<file path="config.mk">
export PLATFORM = sky130hd
export DESIGN_NAME = vlhp_host_port
export DESIGN_NICKNAME = d
export VERILOG_FILES = /design/src/core/vlhp_pkg.sv /design/src/core/vlhp_pins_if.sv /design/src/core/vlhp_pin_sync.sv /design/src/core/vlhp_host_port.sv
export SDC_FILE = /design/constraint.sdc
export NUM_CORES = 1
export LEC_CHECK = 0
export CAP_MARGIN = 20
export CELL_PAD_IN_SITES_DETAIL_PLACEMENT = 1
export CELL_PAD_IN_SITES_GLOBAL_PLACEMENT = 1
export CORE_ASPECT_RATIO = 0.6
export CORE_UTILIZATION = 45
export CTS_CLUSTER_SIZE = 28
export DETAILED_ROUTE_END_ITERATION = 10
export DONT_BUFFER_PORTS = 1
export PLACE_DENSITY = 0.78
export SLEW_MARGIN = 10
export SYNTH_ARGS = -nofsm -noshare
export SYNTH_HDL_FRONTEND = slang
export SYNTH_SLANG_ARGS = --single-unit
</file>
<file path="constraint.sdc">
create_clock -name i_clk -period 1.7 [get_ports i_clk]
set_input_delay 0.34 -clock i_clk [delete_from_list [all_inputs] [get_ports i_clk]]
set_output_delay 0.34 -clock i_clk [all_outputs]
set_load 0.03 [all_outputs]
</file>
<file path="src/core/vlhp_pkg.sv">
// How it works
// - active lane strobes give transfer size
// - device drives wait to stretch access
// - ready held for three half-cycle samples
// - read data valid when ready shows
// - each strobe in a burst is one access
// - device offers 16-bit variable-latency mode
// - bus mode latched when reset releases
// - strap pattern 0100 selects this mode
// - polarity strap sets wait active level
// - wait held until internal arbitration done
// - memory/register select steers each access
package vlhp_pkg;

  // ==================================================================
  // timing
  localparam int unsigned VLHP_CLK_HZ = 10_000_000;
  localparam int unsigned VLHP_CLK_MHZ = VLHP_CLK_HZ / 1_000_000;
  // three half-cycle ready samples span this long at the host
  localparam int unsigned VLHP_READY_HOLD_NS = 150;
  localparam int unsigned VLHP_READY_HOLD_CYC =
    (VLHP_READY_HOLD_NS * VLHP_CLK_MHZ + 999) / 1000;
  localparam int unsigned VLHP_SYNC_STAGES = 2;

  // ==================================================================
  // widths
  localparam int unsigned VLHP_ADDR_W = 17;
  localparam int unsigned VLHP_DATA_W = 16;
  localparam int unsigned VLHP_LANES = 2;

  // ==================================================================
  // strap decode: {endian_bus_strap[3], [2], [1], [0]}
  localparam logic [3:0] VLHP_MODE_VARLAT_LE = 4'h4;

  // ==================================================================
  // access sequencer states
  typedef enum logic [1:0] {
    VLHP_IDLE  = 2'b00,
    VLHP_ARB   = 2'b01,
    VLHP_READY = 2'b10
  } vlhp_state_t;

endpackage

</file>
<file path="src/core/vlhp_pins_if.sv">
`timescale 1ns/10ps
// synchronised host pins, passed from the synchroniser to the core
interface vlhp_pins_if #(
  parameter int unsigned AW = 17,
  parameter int unsigned DW = 16
);
  logic cs_n;
  logic rd_n;
  logic wr_n;
  logic [1:0] lane_n;
  logic mr;
  logic [3:0] strap;
  logic wait_pol;
  logic [AW-1:0] addr;
  logic [DW-1:0] data;

  modport sync_out (output cs_n, rd_n, wr_n, lane_n, mr, strap, wait_pol, addr, data);
  modport core_in (input cs_n, rd_n, wr_n, lane_n, mr, strap, wait_pol, addr, data);
endinterface

</file>
<file path="src/core/vlhp_pin_sync.sv">
`timescale 1ns/10ps
module vlhp_pin_sync #(
  parameter int unsigned AW = 17,
  parameter int unsigned DW = 16
) (
  // clock and reset
  input wire logic i_clk,
  input wire logic i_rst_n,
  // raw host pins
  input wire logic i_cs_n,
  input wire logic i_rd_n,
  input wire logic i_wr_n,
  input wire logic [1:0] i_lane_n,
  input wire logic i_mr,
  input wire logic [3:0] i_strap,
  input wire logic i_wait_pol,
  input wire logic [AW-1:0] i_addr,
  input wire logic [DW-1:0] i_data,
  // synchronised copy
  vlhp_pins_if.sync_out o_pins
);

  localparam int unsigned W = 11 + AW + DW;
  // strobes and lanes reset to their idle high level
  localparam logic [W-1:0] RST_VAL = {{5{1'b1}}, {(W-5){1'b0}}};

  logic [W-1:0] raw;
  logic [W-1:0] meta_r;
  logic [W-1:0] sync_r;

  assign raw = {i_cs_n, i_rd_n, i_wr_n, i_lane_n, i_mr, i_strap, i_wait_pol, i_addr, i_data};

  // ==================================================================
  // two-stage synchroniser; only stage two is read downstream
  always_ff @(posedge i_clk) begin
    if (!i_rst_n) begin
      meta_r <= RST_VAL;
      sync_r <= RST_VAL;
    end else begin
      meta_r <= raw;
      sync_r <= meta_r;
    end
  end

  assign {o_pins.cs_n, o_pins.rd_n, o_pins.wr_n, o_pins.lane_n, o_pins.mr,
          o_pins.strap, o_pins.wait_pol, o_pins.addr, o_pins.data} = sync_r;

endmodule

</file>
<file path="src/core/vlhp_host_port.sv">
`timescale 1ns/10ps
module vlhp_host_port #(
  parameter int unsigned ADDR_W = vlhp_pkg::VLHP_ADDR_W,
  parameter int unsigned DATA_W = vlhp_pkg::VLHP_DATA_W
) (
  // clock and reset
  input wire logic i_clk,
  input wire logic i_rst_n,
  // host bus pins
  input wire logic i_host_chip_select_n,
  input wire logic i_read_strobe_n,
  input wire logic i_write_strobe_n,
  input wire logic [1:0] i_byte_lane_strobe_n,
  input wire logic i_mem_reg_sel,
  input wire logic [ADDR_W-1:0] i_addr,
  input wire logic [DATA_W-1:0] i_data,
  output logic [DATA_W-1:0] o_data,
  output logic o_data_oe,
  output logic o_wait,
  // configuration straps
  input wire logic [3:0] i_endian_bus_strap,
  input wire logic i_wait_polarity_strap,
  // internal resource arbiter side
  output logic o_acc_req,
  output logic o_acc_write,
  output logic o_acc_mem_sel,
  output logic [ADDR_W-1:0] o_acc_addr,
  output logic [DATA_W-1:0] o_acc_wdata,
  output logic [1:0] o_acc_byte_en,
  input wire logic i_acc_done,
  input wire logic [DATA_W-1:0] i_acc_rdata,
  // status
  output logic o_mode_ok
);

  localparam int unsigned HOLD = vlhp_pkg::VLHP_READY_HOLD_CYC;

  // ==================================================================
  // elaboration checks
  if (DATA_W != vlhp_pkg::VLHP_LANES * 8) begin : g_bad_width
    $error("data width must be two byte lanes");
  end
  if (ADDR_W < 1 || HOLD < 1 || HOLD > 3) begin : g_bad_param
    $error("unsupported address width or ready hold");
  end

  vlhp_pins_if #(.AW(ADDR_W), .DW(DATA_W)) pins ();

  vlhp_pin_sync #(.AW(ADDR_W), .DW(DATA_W)) u_sync (
    .i_clk(i_clk),
    .i_rst_n(i_rst_n),
    .i_cs_n(i_host_chip_select_n),
    .i_rd_n(i_read_strobe_n),
    .i_wr_n(i_write_strobe_n),
    .i_lane_n(i_byte_lane_strobe_n),
    .i_mr(i_mem_reg_sel),
    .i_strap(i_endian_bus_strap),
    .i_wait_pol(i_wait_polarity_strap),
    .i_addr(i_addr),
    .i_data(i_data),
    .o_pins(pins)
  );

  // ==================================================================
  // strap capture after release, once the synchroniser has filled
  logic [1:0] strap_cnt_r;
  logic strap_taken_r;
  logic [3:0] mode_r;
  logic wait_pol_r;

  always_ff @(posedge i_clk) begin
    if (!i_rst_n) begin
      strap_cnt_r <= 2'h0;
      strap_taken_r <= 1'b0;
      mode_r <= 4'h0;
      wait_pol_r <= 1'b0;
    end else if (!strap_taken_r) begin
      strap_cnt_r <= strap_cnt_r + 2'h1;
      if (strap_cnt_r == 2'(vlhp_pkg::VLHP_SYNC_STAGES)) begin
        strap_taken_r <= 1'b1;
        mode_r <= pins.strap;
        wait_pol_r <= pins.wait_pol;
      end
    end
  end

  // only the variable-latency little-endian pattern enables the port
  assign o_mode_ok = strap_taken_r && (mode_r == vlhp_pkg::VLHP_MODE_VARLAT_LE);

  // ==================================================================
  // access sequencer
  vlhp_pkg::vlhp_state_t state_r;
  logic [1:0] hold_r;
  logic read_r;
  logic strobe_on;
  logic strobe_off;

  assign strobe_on = !pins.cs_n && (!pins.rd_n || !pins.wr_n);
  assign strobe_off = pins.rd_n && pins.wr_n;

  // one internal request per strobe assertion, even inside a burst
  always_ff @(posedge i_clk) begin
    if (!i_rst_n) begin
      state_r <= vlhp_pkg::VLHP_IDLE;
      hold_r <= 2'h0;
    end else begin
      unique case (state_r)
        vlhp_pkg::VLHP_IDLE: begin
          if (o_mode_ok && strobe_on) begin
            state_r <= vlhp_pkg::VLHP_ARB;
          end
        end
        vlhp_pkg::VLHP_ARB: begin
          hold_r <= 2'h0;
          if (i_acc_done) begin
            state_r <= vlhp_pkg::VLHP_READY;
          end
        end
        vlhp_pkg::VLHP_READY: begin
          if (hold_r != 2'(HOLD)) begin
            hold_r <= hold_r + 2'h1;
          end
          // ready must outlive the host's three samples
          if ((strobe_off || pins.cs_n) && hold_r >= 2'(HOLD - 1)) begin
            state_r <= vlhp_pkg::VLHP_IDLE;
          end
        end
        default: begin
          state_r <= vlhp_pkg::VLHP_IDLE;
        end
      endcase
    end
  end

  // ==================================================================
  // request latch toward the internal arbiter
  always_ff @(posedge i_clk) begin
    if (!i_rst_n) begin
      o_acc_req <= 1'b0;
      o_acc_write <= 1'b0;
      o_acc_mem_sel <= 1'b0;
      o_acc_addr <= '0;
      o_acc_wdata <= '0;
      o_acc_byte_en <= 2'h0;
      read_r <= 1'b0;
    end else if (state_r == vlhp_pkg::VLHP_IDLE && o_mode_ok && strobe_on) begin
      o_acc_req <= 1'b1;
      o_acc_write <= !pins.wr_n;
      read_r <= pins.wr_n;
      o_acc_mem_sel <= pins.mr;
      o_acc_addr <= pins.addr;
      o_acc_wdata <= pins.data;
      o_acc_byte_en <= ~pins.lane_n;
    end else if (state_r == vlhp_pkg::VLHP_ARB && i_acc_done) begin
      o_acc_req <= 1'b0;
    end
  end

  // ==================================================================
  // read data register, loaded when arbitration completes
  always_ff @(posedge i_clk) begin
    if (!i_rst_n) begin
      o_data <= '0;
    end else if (state_r == vlhp_pkg::VLHP_ARB && i_acc_done && read_r) begin
      o_data <= i_acc_rdata;
    end
  end

  // drive the bus only while a read is in its ready phase
  assign o_data_oe = (state_r == vlhp_pkg::VLHP_READY) && read_r && !pins.rd_n;

  // ==================================================================
  // wait pin: busy from chip select until ready; xnor applies polarity
  logic waiting;
  assign waiting = o_mode_ok && !pins.cs_n && (state_r != vlhp_pkg::VLHP_READY);
  assign o_wait = waiting ~^ wait_pol_r;
endmodule

</file>
==> results by group <==
Detailed routing
  • Vias after detailed routing: 3106
  • DRT Pass-1 Iters: 4
  • Vias per std cell: 4.83
  • DRT antenna net count: 0
  • DRT iter0 DRCs: 99
  • DR WL/cell: 16.6 um
  • Drt total wl: 10.6 mm
  • DRC viols: 0

Finish
  • Share of cells above drive strength 1: 11.7%
  • Final std cells w/o fill: 643
  • Commonest non-fill, non-tap cell in the layout: dfxtp_1
  • Area delta synth->final: 16.6%
  • Register area: 3110 um2
  • ANT cells: 0
  • Fillcell total: 1159
  • Commonest cells after routing, fill and taps aside: dfxtp_1 (152), nand2_1 (106), and2_1 (81)
  • Nets@finish: 558
  • Area occupied by multi-input gates: 1900 um2

STA
  • Slew HR: 75.3%
  • Final hold violations: 0
  • Setup-failing EPs final: 37
  • RSZ-0062 raised after global routing: yes
  • Final TNS setup: -1.58 ns
  • Post-route minimum period: 1.82 ns
  • Actual slew at the worst max-slew pin: 0.370 ns
  • Highest Clock Rate: 549 MHz
  • Post-route setup slack: -0.122 ns
  • Final Max Tran Viols: 0
  • Post-route clock skew: 0.00908 ns
  • Final Cycle Share: 107%

Power and ir drop
  • Leak: 2.20 nW
  • Switching pwr: 1.58 mW
  • Switching portion of total power: 20.3%
  • Sequential power share: 49.3%
  • Power Density: 1300 nW/um2
  • Peak VDD IR: 0.724 mV
  • Combinational fraction of design power: 3.0%
  • Clock share of power: 47.7%
  • Internal: 6.20 mW

Synthesis
  • Syn_area_per_cell: 10.5 um2
  • Post-Syn Area: 5130 um2
  • Post-synth EDFFs: 0
  • Top FF cell, synth: dfxtp_1
  • Ys Warns: 0
  • Mapped Cells: 489
  • Post-synth ARST share: 0%
  • Seq cells post-synth: 155
  • Sequential area share after synthesis: 60.5%
  • Syn Nets: 555
  • Yosys cell types: 33

Place
  • DPL Wire Length: 6.19 mm
  • RePlAce Congestion: 0.677
  • Port Buffer Count: 0
  • Placed Instances: 604

Global route
  • GRT overflow: 0
  • Number of global-route vias before repair: 3176
  • Pin count of the biggest net entering global routing: 194
  • Initial antenna violation count: 0
  • All-Layer GR Usage: 17.7%
  • First-pass GRT wire length: 16.0 mm

Floorplanning
  • Die X: 140 um
  • I/O pin cnt: 120
  • Die Footprint: 11900 um2
  • Core Region: 10800 um2
  • Initial Util: 47.5%
  • Die Height: 84.7 um
  • Row Count: 29

Clock tree
  • Clk sinks: 155
  • Later-pin clock latency in the skew report: 0.41 ns
  • CTS H-Tree Depth: 4
  • Hold-fix buffers, CTS: 0
  • CTS tree: done
  • Clock Tree Root: clkbuf_16
  • Reg clk slew, reported paths: 0.06 ns
  • CTS max path bufs: 2
  • CTS buffer count: 17

Worst setup path
  • FF-to-FF path depth: 6
  • Worst setup SP type: flip-flop
  • Critical Path Source: state_r[1]
  • RR Startpoint: mode_r[0]
  • Worst setup EP type: output pin
  • Crit path kind: reg2out
  • Crit-path max FO: 3
  • WP data required: 1.36 ns
  • Critical path data arrival time: 1.48 ns

Outcome
  • Violated checks: setup timing
  • Status: complete, but fails checks

Flow run
  • Max_cap viols: 0

Min path
  • Hold path startpoint: i_rst_n
  • Hold Path Class: in2reg
  • Hold Path Stages: 1
-- repair_timing --
action                                  CTS  global route
cloned                                    0             6
pin swaps                                 3             3
resized for setup                         7            12
endpoints found under the setup margin    3            23
setup buffers                             1             1
-- final timing paths --
| path | end | slack [ns] |
|---|---|---|
| max | o_wait | -0.12 |
| min | u_sync.sync_r[42] | 0.02 |
| max reg2reg | o_acc_wdata[15] | -0.08 |
| min reg2reg | u_sync.sync_r[39] | 0.41 |
-- cell families (layout without fill, tap and decap cells) --
logic type / count (synthesis) / after routing / share of synthesized area (%)
simple gates: 223 / 223 / 22.4
compound gates: 28 / 28 / 3.90
fa+ha+maj: 3 / 3 / 0.731
xor+xnor: 2 / 2 / 0.341
flops: 155 / 155 / 60.5
mux: 43 / 43 / 8.39
buf+inv: 35 / 50 / 3.80
-- final cells by class --
| class | count | share of cell area (%) |
|---|---|---|
| clock buffers | 18 | 7.17 |
| well taps | 139 | 2.91 |
| flip-flops and latches | 155 | 52.0 |
| inverters | 3 | 0.188 |
| multi-input cells | 299 | 31.8 |
| repair buffers | 16 | 3.47 |
| clock inverters | 13 | 2.55 |
-- power groups by stage --
stage	clock network, mW	registers, mW	logic (mW)
2_1_floorplan	0	3.88	0.239
3_3_place_gp	0	3.89	0.206
3_5_place_dp	0	3.90	0.230
4_1_cts	3.78	3.83	0.235
5_1_grt	3.98	3.85	0.258
6_report	3.71	3.83	0.231
-- stage by stage --
stage	total power, mW	worst slack, ns	hold slack (ns)	util (%)	instance area, um2
final	7.78	-0.122	0.0246	55.3	5980
after CTS	7.85	-0.247	0.00317	53.8	5820
after global placement	4.10	0.134	0.392	48.0	5190
after floorplan	4.12	0.142	0.386	-	5130
after detailed placement	4.13	0.0420	0.397	48.0	5190
after global routing	8.09	-0.191	0.000246	55.3	5980
-- cell usage after synthesis, types with 2 or more instances --
cell / count / area [um2]
a21boi_0: 17 / 128
a21oi_1: 2 / 10.0
and2_1: 81 / 507
buf_2: 4 / 20.0
buf_8: 3 / 45.0
clkbuf_1: 22 / 82.6
dfxtp_1: 155 / 3100
ha_1: 3 / 37.5
inv_1: 3 / 11.3
mux2i_1: 43 / 430
nand2_1: 106 / 398
nand2b_1: 14 / 87.6
nand3b_1: 2 / 15.0
nor2_1: 3 / 11.3
nor2b_1: 7 / 43.8
nor3b_1: 2 / 15.0
o21a_1: 3 / 22.5
o21ai_0: 3 / 15.0
xnor2_1: 2 / 17.5
-- worst max-delay path: stages, from the launching register on --
cell and delay, ns:
dfxtp_2 0.33, nor2b_4 0.14, nor4_4 0.26, xnor2_1 0.16, buf_4 0.19
-- state kept, by name, summed over array words and instances, names as in the netlist, 2 cells and up --
register and cells:
mode_r 4, hold_r 2, strap_cnt_r 2, o_acc_wdata 16, state_r 2, u_sync.meta_r 44
o_acc_byte_en 2, o_acc_addr 17, u_sync.sync_r 44, o_data 16
-- per-layer routing --
metal / track usage (%) / routed length, um / part of all wire [%]
met3: 5.48 / 438 / 4.1
met1: 21.8 / 5220 / 49
met2: 28.8 / 4880 / 46
met4: 7.19 / 109 / 1.0
met5: 0 / 0 / 0
Note: power is estimated with default switching activity, not from simulation.
